===== src/design/ate_regs.svh =====
`ifndef ATE_REGS_SVH
`define ATE_REGS_SVH

// Register byte offsets
`define ATE_CTRL_OFS 8'h00
`define ATE_SRC_OFS 8'h04
`define ATE_CMD_OFS 8'h08
`define ATE_SDIV_OFS 8'h0C
`define ATE_CDIV_OFS 8'h10
`define ATE_DLY_OFS 8'h14
`define ATE_NCHAN_OFS 8'h18
`define ATE_SCNT_OFS 8'h1C
`define ATE_PRE_OFS 8'h20
`define ATE_BSIZE_OFS 8'h24
`define ATE_STAT_OFS 8'h28
`define ATE_BUF_OFS 8'h2C

// Control register fields
`define ATE_C_FINITE 0
`define ATE_C_REFMODE 1
`define ATE_C_BEGEN 2
`define ATE_C_BEGEDGE 3
`define ATE_C_REFEDGE 4
`define ATE_C_PAUSEEN 5
`define ATE_C_PAUSELVL 6
`define ATE_C_HOLDPOL 7
`define ATE_C_SINGLE 8
`define ATE_C_CTB20 9
`define ATE_C_SINT 10
`define ATE_C_CINT 11
`define ATE_C_SEDGE 12
`define ATE_C_CEDGE 13
`define ATE_C_RTCONV 14
`define ATE_C_RTBEG 15
`define ATE_C_RTHOLD 16
`define ATE_C_W 17

// Source select fields, two bits each
`define ATE_S_BEG 0
`define ATE_S_REF 2
`define ATE_S_PAUSE 4
`define ATE_S_SAMP 6
`define ATE_S_CONV 8
`define ATE_S_STB 10
`define ATE_S_W 12

// Command strobes
`define ATE_CMD_START 0
`define ATE_CMD_STOP 1

// Reset values
`define ATE_CTRL_RST 17'h10080
`define ATE_SRC_RST 12'h000
`define ATE_SDIV_RST 16'h0001
`define ATE_CDIV_RST 16'h0001
`define ATE_SDLY_RST 16'h0002
`define ATE_CDLY_RST 16'h0003
`define ATE_NCHAN_RST 8'h01
`define ATE_SCNT_RST 16'h0001

`endif


===== src/design/ate_pkg.sv =====
package ate_pkg;
	typedef enum logic [1:0] {
		ATE_IDLE,
		ATE_ARM,
		ATE_RUN
	} ate_state_t;

	typedef enum logic [1:0] {
		ATE_TB_20M,
		ATE_TB_100K,
		ATE_TB_TERM,
		ATE_TB_OFF
	} ate_tick_sel_t;
endpackage : ate_pkg


===== src/design/ate_engine.sv =====
`timescale 1ns/10ps
`include "ate_regs.svh"
// Behaviour
// - Routed conversion pulse drives active low
// - Sample-to-first-conversion delay, default three ticks
// - Ignore pulses until acquisition begins
// - Drop sample pulses until conversions complete
// - Drop conversions outside an accepted sample
// - Drop extra conversions until next sample
// - Single signal: one conversion per sample edge
// - Conversion tick from sample or 20 MHz
// - Conversion timebase never reaches a terminal
// - Hold-done strobe after every conversion start
// - Hold-done polarity programmable, normally rising
// - Begin on trigger or software command
// - End on count, reference, or software
// - Begin trigger source and edge selectable
// - Routed begin trigger is active-high pulse
// - Post-trigger count is buffer minus pretrigger
// - Ignore reference before pretrigger samples captured
// - Full buffer discards oldest while waiting
// - Store post-trigger samples, then stop
// - Reference source and edge selectable
// - Internal sample clock halts during pause
// - Pause active level programmable
// - Conversion divider counts, fires, reloads per sample
// - Begin-to-first-sample delay, default two ticks
module ate_engine #(
	parameter int NTERM = 4,
	parameter int DEPTH = 16,
	parameter int DW = 16
) (
	input wire logic pclk,
	input wire logic presetn,
	input wire logic psel,
	input wire logic penable,
	input wire logic pwrite,
	input wire logic [7:0] paddr,
	input wire logic [31:0] pwdata,
	output logic [31:0] prdata,
	output logic pready,
	output logic pslverr,
	input wire logic tb20_tick,
	input wire logic tb100k_tick,
	input wire logic [NTERM-1:0] programmable_function_terminal_in,
	input wire logic [DW-1:0] adc_data,
	output logic conversion_pulse,
	output logic hold_done_strobe,
	output logic [2:0] term_out,
	output logic [2:0] term_oe,
	output ate_pkg::ate_state_t state
);
	import ate_pkg::*;

	localparam int AW = $clog2(DEPTH);

	// Two-bit source fields fix the terminal count at four
	if (NTERM != 4 || DEPTH < 2 || DEPTH > 65535 || DW < 1 || DW > 32) begin : g_bad_param
		$error("ate_engine: unsupported parameters");
	end

	logic [`ATE_C_W-1:0] ctrl_reg;
	logic [`ATE_S_W-1:0] src_reg;
	logic [15:0] sdiv_reg, cdiv_reg, sdly_reg, cdly_reg, scnt_reg, pre_reg, bsize_reg;
	logic [7:0] nchan_reg;
	logic start_cmd, stop_cmd;

	// Synchroniser stages; only s2/s3 feed the logic
	logic [NTERM-1:0] s1_reg, s2_reg, s3_reg, rise, fall;
	genvar gi;
	generate
		for (gi = 0; gi < NTERM; gi++) begin : g_sync
			always_ff @(posedge pclk or negedge presetn) begin
				if (!presetn) begin
					s1_reg[gi] <= 1'b0;
					s2_reg[gi] <= 1'b0;
					s3_reg[gi] <= 1'b0;
				end else begin
					s1_reg[gi] <= programmable_function_terminal_in[gi];
					s2_reg[gi] <= s1_reg[gi];
					s3_reg[gi] <= s2_reg[gi];
				end
			end
			assign rise[gi] = s2_reg[gi] & ~s3_reg[gi];
			assign fall[gi] = ~s2_reg[gi] & s3_reg[gi];
		end
	endgenerate

	function automatic logic edge_of(input logic [1:0] sel, input logic falling,
		input logic [NTERM-1:0] r, input logic [NTERM-1:0] f);
		edge_of = falling ? f[sel] : r[sel];
	endfunction

	logic begin_edge, ref_edge, samp_ext, conv_ext, pause_act;
	assign begin_edge = edge_of(src_reg[`ATE_S_BEG+:2], ctrl_reg[`ATE_C_BEGEDGE], rise, fall);
	assign ref_edge = edge_of(src_reg[`ATE_S_REF+:2], ctrl_reg[`ATE_C_REFEDGE], rise, fall);
	assign samp_ext = edge_of(src_reg[`ATE_S_SAMP+:2], ctrl_reg[`ATE_C_SEDGE], rise, fall);
	assign conv_ext = edge_of(src_reg[`ATE_S_CONV+:2], ctrl_reg[`ATE_C_CEDGE], rise, fall);
	assign pause_act = ctrl_reg[`ATE_C_PAUSEEN] &&
		(s2_reg[src_reg[`ATE_S_PAUSE+:2]] == ctrl_reg[`ATE_C_PAUSELVL]);

	logic samp_tick, conv_tick;
	always_comb begin
		case (ate_tick_sel_t'(src_reg[`ATE_S_STB+:2]))
			ATE_TB_20M: samp_tick = tb20_tick;
			ATE_TB_100K: samp_tick = tb100k_tick;
			ATE_TB_TERM: samp_tick = rise[0];
			default: samp_tick = 1'b0;
		endcase
	end
	assign conv_tick = ctrl_reg[`ATE_C_CTB20] ? tb20_tick : samp_tick;

	// Acquisition core
	logic running;
	logic [15:0] scnt_dn_reg, ccnt_dn_reg, samp_left_reg, post_left_reg, pre_seen_reg;
	logic [7:0] conv_num_reg;
	logic in_sample_reg, trig_reg, done_reg, ovf_reg;
	logic samp_int, conv_int, samp_raw, conv_raw, samp_acc, conv_acc, samp_end;
	logic begin_now, stop_now, single;

	assign running = (state == ATE_RUN);
	assign single = ctrl_reg[`ATE_C_SINGLE];
	assign samp_int = running && !pause_act && samp_tick && (scnt_dn_reg <= 16'h0001);
	assign conv_int = in_sample_reg && conv_tick && (ccnt_dn_reg <= 16'h0001);
	assign samp_raw = single ? samp_ext : (ctrl_reg[`ATE_C_SINT] ? samp_int : samp_ext);
	assign conv_raw = single ? samp_ext : (ctrl_reg[`ATE_C_CINT] ? conv_int : conv_ext);
	assign samp_acc = running && samp_raw && !in_sample_reg;
	// Same edge opens the sample and converts when one signal drives both
	assign conv_acc = running && conv_raw && (in_sample_reg || (single && samp_acc));
	assign samp_end = conv_acc && (conv_num_reg + 8'h01 >= nchan_reg);
	assign begin_now = (state == ATE_ARM) &&
		(ctrl_reg[`ATE_C_BEGEN] ? begin_edge : 1'b1);

	always_comb begin
		stop_now = 1'b0;
		if (running) begin
			if (stop_cmd) begin
				stop_now = 1'b1;
			end else if (ctrl_reg[`ATE_C_REFMODE]) begin
				if (trig_reg && samp_end && post_left_reg <= 16'h0001) begin
					stop_now = 1'b1;
				end else if (!trig_reg && ref_edge && pre_seen_reg >= pre_reg &&
					bsize_reg <= pre_reg) begin
					stop_now = 1'b1;
				end
			end else if (ctrl_reg[`ATE_C_FINITE] && samp_end && samp_left_reg <= 16'h0001) begin
				stop_now = 1'b1;
			end
		end
	end

	always_ff @(posedge pclk or negedge presetn) begin
		if (!presetn) begin
			state <= ATE_IDLE;
		end else begin
			case (state)
				ATE_IDLE: if (start_cmd) state <= ATE_ARM;
				ATE_ARM: begin
					if (stop_cmd) begin
						state <= ATE_IDLE;
					end else if (begin_now) begin
						state <= ATE_RUN;
					end
				end
				ATE_RUN: if (stop_now) state <= ATE_IDLE;
				default: state <= ATE_IDLE;
			endcase
		end
	end

	// Sample divider: first pulse after the begin delay, then every divide ticks
	always_ff @(posedge pclk or negedge presetn) begin
		if (!presetn) begin
			scnt_dn_reg <= `ATE_SDLY_RST;
		end else if (begin_now) begin
			scnt_dn_reg <= sdly_reg;
		end else if (running && samp_tick && !pause_act) begin
			scnt_dn_reg <= (scnt_dn_reg <= 16'h0001) ? sdiv_reg : scnt_dn_reg - 16'h0001;
		end
	end

	// Conversion divider restarts from the delay on each accepted sample
	always_ff @(posedge pclk or negedge presetn) begin
		if (!presetn) begin
			ccnt_dn_reg <= `ATE_CDLY_RST;
		end else if (samp_acc || samp_end || !running) begin
			ccnt_dn_reg <= cdly_reg;
		end else if (in_sample_reg && conv_tick) begin
			ccnt_dn_reg <= (ccnt_dn_reg <= 16'h0001) ? cdiv_reg : ccnt_dn_reg - 16'h0001;
		end
	end

	always_ff @(posedge pclk or negedge presetn) begin
		if (!presetn) begin
			in_sample_reg <= 1'b0;
			conv_num_reg <= 8'h00;
		end else if (!running || samp_end) begin
			in_sample_reg <= 1'b0;
			conv_num_reg <= 8'h00;
		end else begin
			if (samp_acc) in_sample_reg <= 1'b1;
			if (conv_acc) conv_num_reg <= conv_num_reg + 8'h01;
		end
	end

	always_ff @(posedge pclk or negedge presetn) begin
		if (!presetn) begin
			samp_left_reg <= `ATE_SCNT_RST;
			pre_seen_reg <= 16'h0000;
			trig_reg <= 1'b0;
			post_left_reg <= 16'h0000;
		end else if (begin_now) begin
			samp_left_reg <= scnt_reg;
			pre_seen_reg <= 16'h0000;
			trig_reg <= 1'b0;
		end else if (running) begin
			if (samp_end) samp_left_reg <= samp_left_reg - 16'h0001;
			if (samp_end && pre_seen_reg != 16'hFFFF) pre_seen_reg <= pre_seen_reg + 16'h0001;
			if (!trig_reg && ref_edge && pre_seen_reg >= pre_reg) begin
				trig_reg <= 1'b1;
				post_left_reg <= bsize_reg - pre_reg;
			end else if (trig_reg && samp_end) begin
				post_left_reg <= post_left_reg - 16'h0001;
			end
		end
	end

	// Sample buffer, circular, oldest entry at head
	logic [DW-1:0] mem_reg [DEPTH];
	logic [AW-1:0] head_reg, tail_reg;
	logic [15:0] count_reg, cap;
	logic buf_pop, buf_full;
	assign cap = (bsize_reg == 16'h0000 || bsize_reg > 16'(DEPTH)) ? 16'(DEPTH) : bsize_reg;
	assign buf_full = (count_reg >= cap);
	assign buf_pop = psel && penable && !pwrite && paddr == `ATE_BUF_OFS && count_reg != 16'h0000;

	function automatic logic [AW-1:0] wrap(input logic [AW-1:0] p);
		wrap = (32'(p) + 1 >= DEPTH) ? '0 : p + 1'b1;
	endfunction

	always_ff @(posedge pclk) begin
		if (samp_end) mem_reg[tail_reg] <= adc_data;
	end

	always_ff @(posedge pclk or negedge presetn) begin
		if (!presetn) begin
			head_reg <= '0;
			tail_reg <= '0;
			count_reg <= 16'h0000;
			ovf_reg <= 1'b0;
		end else if (begin_now) begin
			head_reg <= '0;
			tail_reg <= '0;
			count_reg <= 16'h0000;
			ovf_reg <= 1'b0;
		end else if (samp_end) begin
			tail_reg <= wrap(tail_reg);
			if (buf_full || buf_pop) begin
				head_reg <= wrap(head_reg);
				ovf_reg <= ovf_reg | buf_full;
			end else begin
				count_reg <= count_reg + 16'h0001;
			end
		end else if (buf_pop) begin
			head_reg <= wrap(head_reg);
			count_reg <= count_reg - 16'h0001;
		end
	end

	// Outputs
	logic begin_pulse_reg;
	always_ff @(posedge pclk or negedge presetn) begin
		if (!presetn) begin
			conversion_pulse <= 1'b0;
			hold_done_strobe <= 1'b0;
			begin_pulse_reg <= 1'b0;
			done_reg <= 1'b0;
		end else begin
			conversion_pulse <= conv_acc;
			// Strobe trails conversion start by one cycle
			hold_done_strobe <= conversion_pulse ^ ~ctrl_reg[`ATE_C_HOLDPOL];
			begin_pulse_reg <= begin_now;
			if (begin_now) begin
				done_reg <= 1'b0;
			end else if (stop_now) begin
				done_reg <= 1'b1;
			end
		end
	end

	// Conversion timebase has no terminal route
	always_comb begin
		term_out[0] = ~conversion_pulse;
		term_out[1] = begin_pulse_reg;
		term_out[2] = hold_done_strobe;
		term_oe = ctrl_reg[`ATE_C_RTHOLD:`ATE_C_RTCONV];
	end

	// APB slave, zero wait states
	logic acc_w, hit;
	assign pready = 1'b1;
	assign acc_w = psel && penable && pwrite;
	always_comb begin
		hit = 1'b1;
		case (paddr)
			`ATE_CTRL_OFS, `ATE_SRC_OFS, `ATE_CMD_OFS, `ATE_SDIV_OFS, `ATE_CDIV_OFS,
			`ATE_DLY_OFS, `ATE_NCHAN_OFS, `ATE_SCNT_OFS, `ATE_PRE_OFS, `ATE_BSIZE_OFS,
			`ATE_STAT_OFS, `ATE_BUF_OFS: hit = 1'b1;
			default: hit = 1'b0;
		endcase
	end
	assign pslverr = psel && penable && !hit;
	assign start_cmd = acc_w && paddr == `ATE_CMD_OFS && pwdata[`ATE_CMD_START];
	assign stop_cmd = acc_w && paddr == `ATE_CMD_OFS && pwdata[`ATE_CMD_STOP];

	always_ff @(posedge pclk or negedge presetn) begin
		if (!presetn) begin
			ctrl_reg <= `ATE_CTRL_RST;
			src_reg <= `ATE_SRC_RST;
			sdiv_reg <= `ATE_SDIV_RST;
			cdiv_reg <= `ATE_CDIV_RST;
			sdly_reg <= `ATE_SDLY_RST;
			cdly_reg <= `ATE_CDLY_RST;
			nchan_reg <= `ATE_NCHAN_RST;
			scnt_reg <= `ATE_SCNT_RST;
			pre_reg <= 16'h0000;
			bsize_reg <= 16'h0000;
		end else if (acc_w && state == ATE_IDLE) begin
			// Configuration frozen while armed or running
			case (paddr)
				`ATE_CTRL_OFS: ctrl_reg <= pwdata[`ATE_C_W-1:0];
				`ATE_SRC_OFS: src_reg <= pwdata[`ATE_S_W-1:0];
				`ATE_SDIV_OFS: sdiv_reg <= pwdata[15:0];
				`ATE_CDIV_OFS: cdiv_reg <= pwdata[15:0];
				`ATE_DLY_OFS: begin
					sdly_reg <= pwdata[15:0];
					cdly_reg <= pwdata[31:16];
				end
				`ATE_NCHAN_OFS: nchan_reg <= pwdata[7:0];
				`ATE_SCNT_OFS: scnt_reg <= pwdata[15:0];
				`ATE_PRE_OFS: pre_reg <= pwdata[15:0];
				`ATE_BSIZE_OFS: bsize_reg <= pwdata[15:0];
				default: ;
			endcase
		end
	end

	always_comb begin
		case (paddr)
			`ATE_CTRL_OFS: prdata = {15'h0000, ctrl_reg};
			`ATE_SRC_OFS: prdata = {20'h00000, src_reg};
			`ATE_SDIV_OFS: prdata = {16'h0000, sdiv_reg};
			`ATE_CDIV_OFS: prdata = {16'h0000, cdiv_reg};
			`ATE_DLY_OFS: prdata = {cdly_reg, sdly_reg};
			`ATE_NCHAN_OFS: prdata = {24'h000000, nchan_reg};
			`ATE_SCNT_OFS: prdata = {16'h0000, scnt_reg};
			`ATE_PRE_OFS: prdata = {16'h0000, pre_reg};
			`ATE_BSIZE_OFS: prdata = {16'h0000, bsize_reg};
			`ATE_STAT_OFS: prdata = {count_reg, 9'h000, ovf_reg, done_reg, trig_reg,
				in_sample_reg, pause_act, 2'(state)};
			`ATE_BUF_OFS: prdata = (count_reg == 16'h0000) ? 32'h00000000 :
				32'(mem_reg[head_reg]);
			default: prdata = 32'h00000000;
		endcase
	end
endmodule : ate_engine


===== config.mk =====
export PLATFORM = sky130hd
export DESIGN_NAME = ate_engine
export DESIGN_NICKNAME = d
export VERILOG_FILES = /design/src/design/ate_pkg.sv /design/src/design/ate_engine.sv
export VERILOG_INCLUDE_DIRS = /design/src /design/src/design
export SDC_FILE = /design/constraint.sdc
export NUM_CORES = 1
export LEC_CHECK = 0
export BUFFER_PORTS_ARGS = -buffer_cell sky130_fd_sc_hd__buf_2
export CORE_MARGIN = 3
export CORE_UTILIZATION = 65
export CTS_CLUSTER_DIAMETER = 60
export DETAILED_ROUTE_END_ITERATION = 7
export PLACE_DENSITY_LB_ADDON = 0.3
export SLEW_MARGIN = 20
export SYNTH_ARGS = -nofsm -noshare
export SYNTH_HDL_FRONTEND = slang
export SYNTH_SLANG_ARGS = --single-unit

===== constraint.sdc =====
create_clock -name pclk -period 7.5 [get_ports pclk]
set_clock_uncertainty 0.05 [all_clocks]
set_input_delay 0.375 -clock pclk [delete_from_list [all_inputs] [get_ports pclk]]
set_output_delay 0.375 -clock pclk [all_outputs]
set_load 0.05 [all_outputs]

==> run_results.csv <==
group,metric,value,unit
yosys,synthCells,2040,
power,max-vdd-ir-drop,343.3,uV
drt,routedWlPerCell,26.71,um
global_route,grt_pass1_wl,112400,um
power,powerDensity,293.8,nW/um^2
clock_tree,max-clock-path-buffers,3,
yosys,yosys-top-cells-area,"edfxtp_1 (29%), dfrtp_1 (26%), mux4_2 (6.8%)",
setup_path,cp_slowest_stage_delay,420,ps
floorplan,floorplan.initialDensity,0.6612,
drt,drt_iter0_drc,2252,
setup_path,critical_path.endpoint_type,"flop",
yosys,synth_ff_type,"dfrtp_1",
global_route,grt_start_max_net_pins,176,
drt,vias_per_cell,6.881,
clock_tree,clockRootBuffer,"clkbuf_16",
setup_path,worst-path-max-fanout,30,
drt,drtPass1Iterations,7,
place,number_of_input_and_output_port_buffers_inserted,109,
setup_path,rr_startpoint,"conv_num_reg[2]",
setup_path,timing.critical_path.to,"count_reg[15]",
floorplan,fp.coreArea,39910,um^2
setup_path,ordered_list_of_cells_on_the_worst_path,"and3_1 -> and3_1 -> nand3_1 -> xnor2_1 -> ha_1 -> or3_1 -> o22a_1 -> nand3_2 -> buf_4 -> ha_1 -> o21ai_0 -> nand2b_1 -> o31ai_1 -> o21ai_0 -> a31o_2 -> a31oi_1 -> nand3b_1 -> nand4_1 -> a211o_1",
cells_and_area,filler_cells_inserted,2533,
cells_and_area,layout_commonest_cell,"dfrtp_1",
yosys,synth.ff_latch_count,538,
setup_path,start_kind,"flop",
yosys,syn-cell-area,26390,um^2
drt,detail_route.drc_violations,0,
yosys,seq_area_frac_synth,0.5593,
clock_tree,htree_num_levels,2,
setup_path,cp.required,7950,ps
setup_path,worstSetupStartpoint,"conv_num_reg[2]",
worst_hold_path,hold_class,"in2reg",
setup_path,crit_path_arrival_time,5520,ps
timing,setup_viol_count_final,0,
yosys,syn_avg_cell_area,12.94,um^2
clock_tree,postCtsSetupBuffers,0,
clock_tree,tritoncts,"done",
timing,period_minus_slack,5065,ps
clock_tree,clkLatencyLatePin,620,ps
yosys,yosysTopAreaCellShare,0.2913,
clock_tree,cts_sinks,538,
floorplan,core.rowCount,73,
timing,top_achievable_clock_speed,197.4,MHz
yosys,synth_enable_flop_cells,256,
global_route,gr-total-overflow,0,
timing,worst_hold_slack,60.41,ps
worst_hold_path,timing.hold.worst.start,"adc_data[13]",
job,max-cap-violations,0,
cells_and_area,layout-drive-gt1-share,0.2269,
timing,slew_headroom,0.2629,
setup_path,timing.reg2reg.setup_slack,2430,ps
run_status,outcome,"finished clean",
floorplan,die_h,207.5,um
timing,final_min_period_over_clock_period,0.6754,
place,routabilityCongestion,1.002,
floorplan,die_width,207.5,um
timing,final.setup.tns,0,ps
drt,dr_total_vias,18807,
global_route,grt_antenna_before_repair,0,
global_route,via_count_of_the_first_global_routing_pass,19012,
cells_and_area,largest_register_ff_count,256,
drt,drt_wl_total,73010,um
clock_tree,clk_pin_slew,60,ps
floorplan,die_area,43060,um^2
cells_and_area,finalNetCount,2319,
setup_path,worst_r2r_endpoint,"count_reg[15]",
global_route,track_usage,0.3387,
yosys,yosysWarnings,0,
setup_path,critPathKind,"reg2reg",
cells_and_area,flow.area_growth_from_synthesis,11.94,%
timing,timing_max_transition_violations_final,0,
timing,finalHoldViolCount,0,
setup_path,r2r_cells,19,
cells_and_area,commonest_cells_after_routing_fill_and_taps_aside,"dfrtp_1 (266), edfxtp_1 (256), mux2_2 (154)",
yosys,ys_async_sr_fraction,0.5242,
setup_path,crit_slowest_cell,"dfrtp_1",
timing,rsz_0062_raised_after_global_routing,"no",
clock_tree,hold_fix_buffer_count_after_cts,21,
clock_tree,num_cts_buffers,55,
drt,ant_nets,0,
yosys,netlist.top_cell.by_area,"edfxtp_1",
power,p_leak,0.01205,uW
timing,worstMarginPinSlew,1103,ps
yosys,synth_cell_types,81,
floorplan,ioPinCount,111,
place,place_hpwl,48160,um
cells_and_area,n_antenna_cell,0,
clock_tree,cts.repair.resized,0,
-- metal layers --
metal	global-route usage	routed length (um)	vias to the layer above
met4	0.1674	3983	0
met1	0.4481	27550	9433
li1	-	-	8075
met2	0.5422	34930	1052
met3	0.06922	6541	247
met5	0	0	-
-- through the flow --
| step | cells | total power, uW | area, um^2 | setup slack (ps) | utilization |
|---|---|---|---|---|---|
| after floorplan | 2051 | 5254 | 26430 | 2477 | - |
| after global placement | 2608 | 5730 | 27440 | 2717 | 0.6875 |
| after detailed placement | 2608 | 5838 | 27450 | 2534 | 0.6877 |
| after CTS | 2732 | 8679 | 29520 | 2497 | 0.7396 |
| after global routing | 2733 | 9060 | 29540 | 2081 | 0.7402 |
| final | 2733 | 8681 | 29540 | 2435 | 0.7402 |
-- cells in the mapped netlist (all sizes together) (10+ instances only) --
library cell,n
a211o,10
a211oi,29
a21o,19
a21oi,74
a221o,16
a221oi,17
a22o,23
a22oi,25
a31oi,13
and2,22
and3,12
buf,25
clkbuf,75
dfrtp,269
dfstp,13
edfxtp,256
ha,88
inv,65
mux2,154
mux2i,24
mux4,80
nand2,122
nand2b,10
nand3,35
nand4,18
nor2,129
nor2b,27
nor3,32
nor4,20
o2111ai,12
o211ai,10
o21ai,92
o22ai,13
o31ai,16
or3,16
xnor2,36
xor2,36
-- critical path, delay by kind of cell (launching register included) --
family | cells | cell delay (ps)
compound gates | 7 | 1800
simple gates | 8 | 1540
fa+ha+maj | 2 | 550
flops | 1 | 420
buf+inv | 1 | 410
xor+xnor | 1 | 150
-- power breakdown --
group | switching (uW) | internal [uW]
registers | 391 | 3350
logic | 1110 | 1000
clock network | 1190 | 1630
-- cells by family (layout without fill, tap and decap cells) --
logic type / count (synthesis) / count (layout) / share of synthesized area
AOI/OAI and AO/OA: 433 / 433 / 0.1145
other: 1 / 12 / 0.0001421
xor gates and xnor gates: 72 / 72 / 0.02389
muxes: 258 / 258 / 0.1431
adders and majority gates: 90 / 90 / 0.04324
DFF: 538 / 538 / 0.5593
and+or+nand+nor: 482 / 482 / 0.09121
buffers and inverters: 166 / 323 / 0.02465
-- worst min path at each step --
| stage | depth (start not counted) | endpoint | slack [ps] |
|---|---|---|---|
| 2_1_floorplan | 0 | begin_pulse_reg | 30 |
| 3_3_place_gp | 0 | s2_reg[1] | 320 |
| 3_5_place_dp | 0 | s2_reg[1] | 320 |
| 4_1_cts | 1 | mem_reg[8][9] | 40 |
| 5_1_grt | 1 | mem_reg[5][3] | 60 |
| 6_report | 1 | mem_reg[8][13] | 60 |
-- layout make-up --
type	count	area, um^2	area share
Sequential cell	538	14770	0.4998
Multi-Input combinational cell	1347	11050	0.3739
Clock buffer	72	1511	0.05116
Timing Repair Buffer	154	962.2	0.03257
Tap cell	525	656.9	0.02223
Clock inverter	31	351.6	0.01190
Inverter	66	247.7	0.008385
Power figures use the tool's default switching activity.
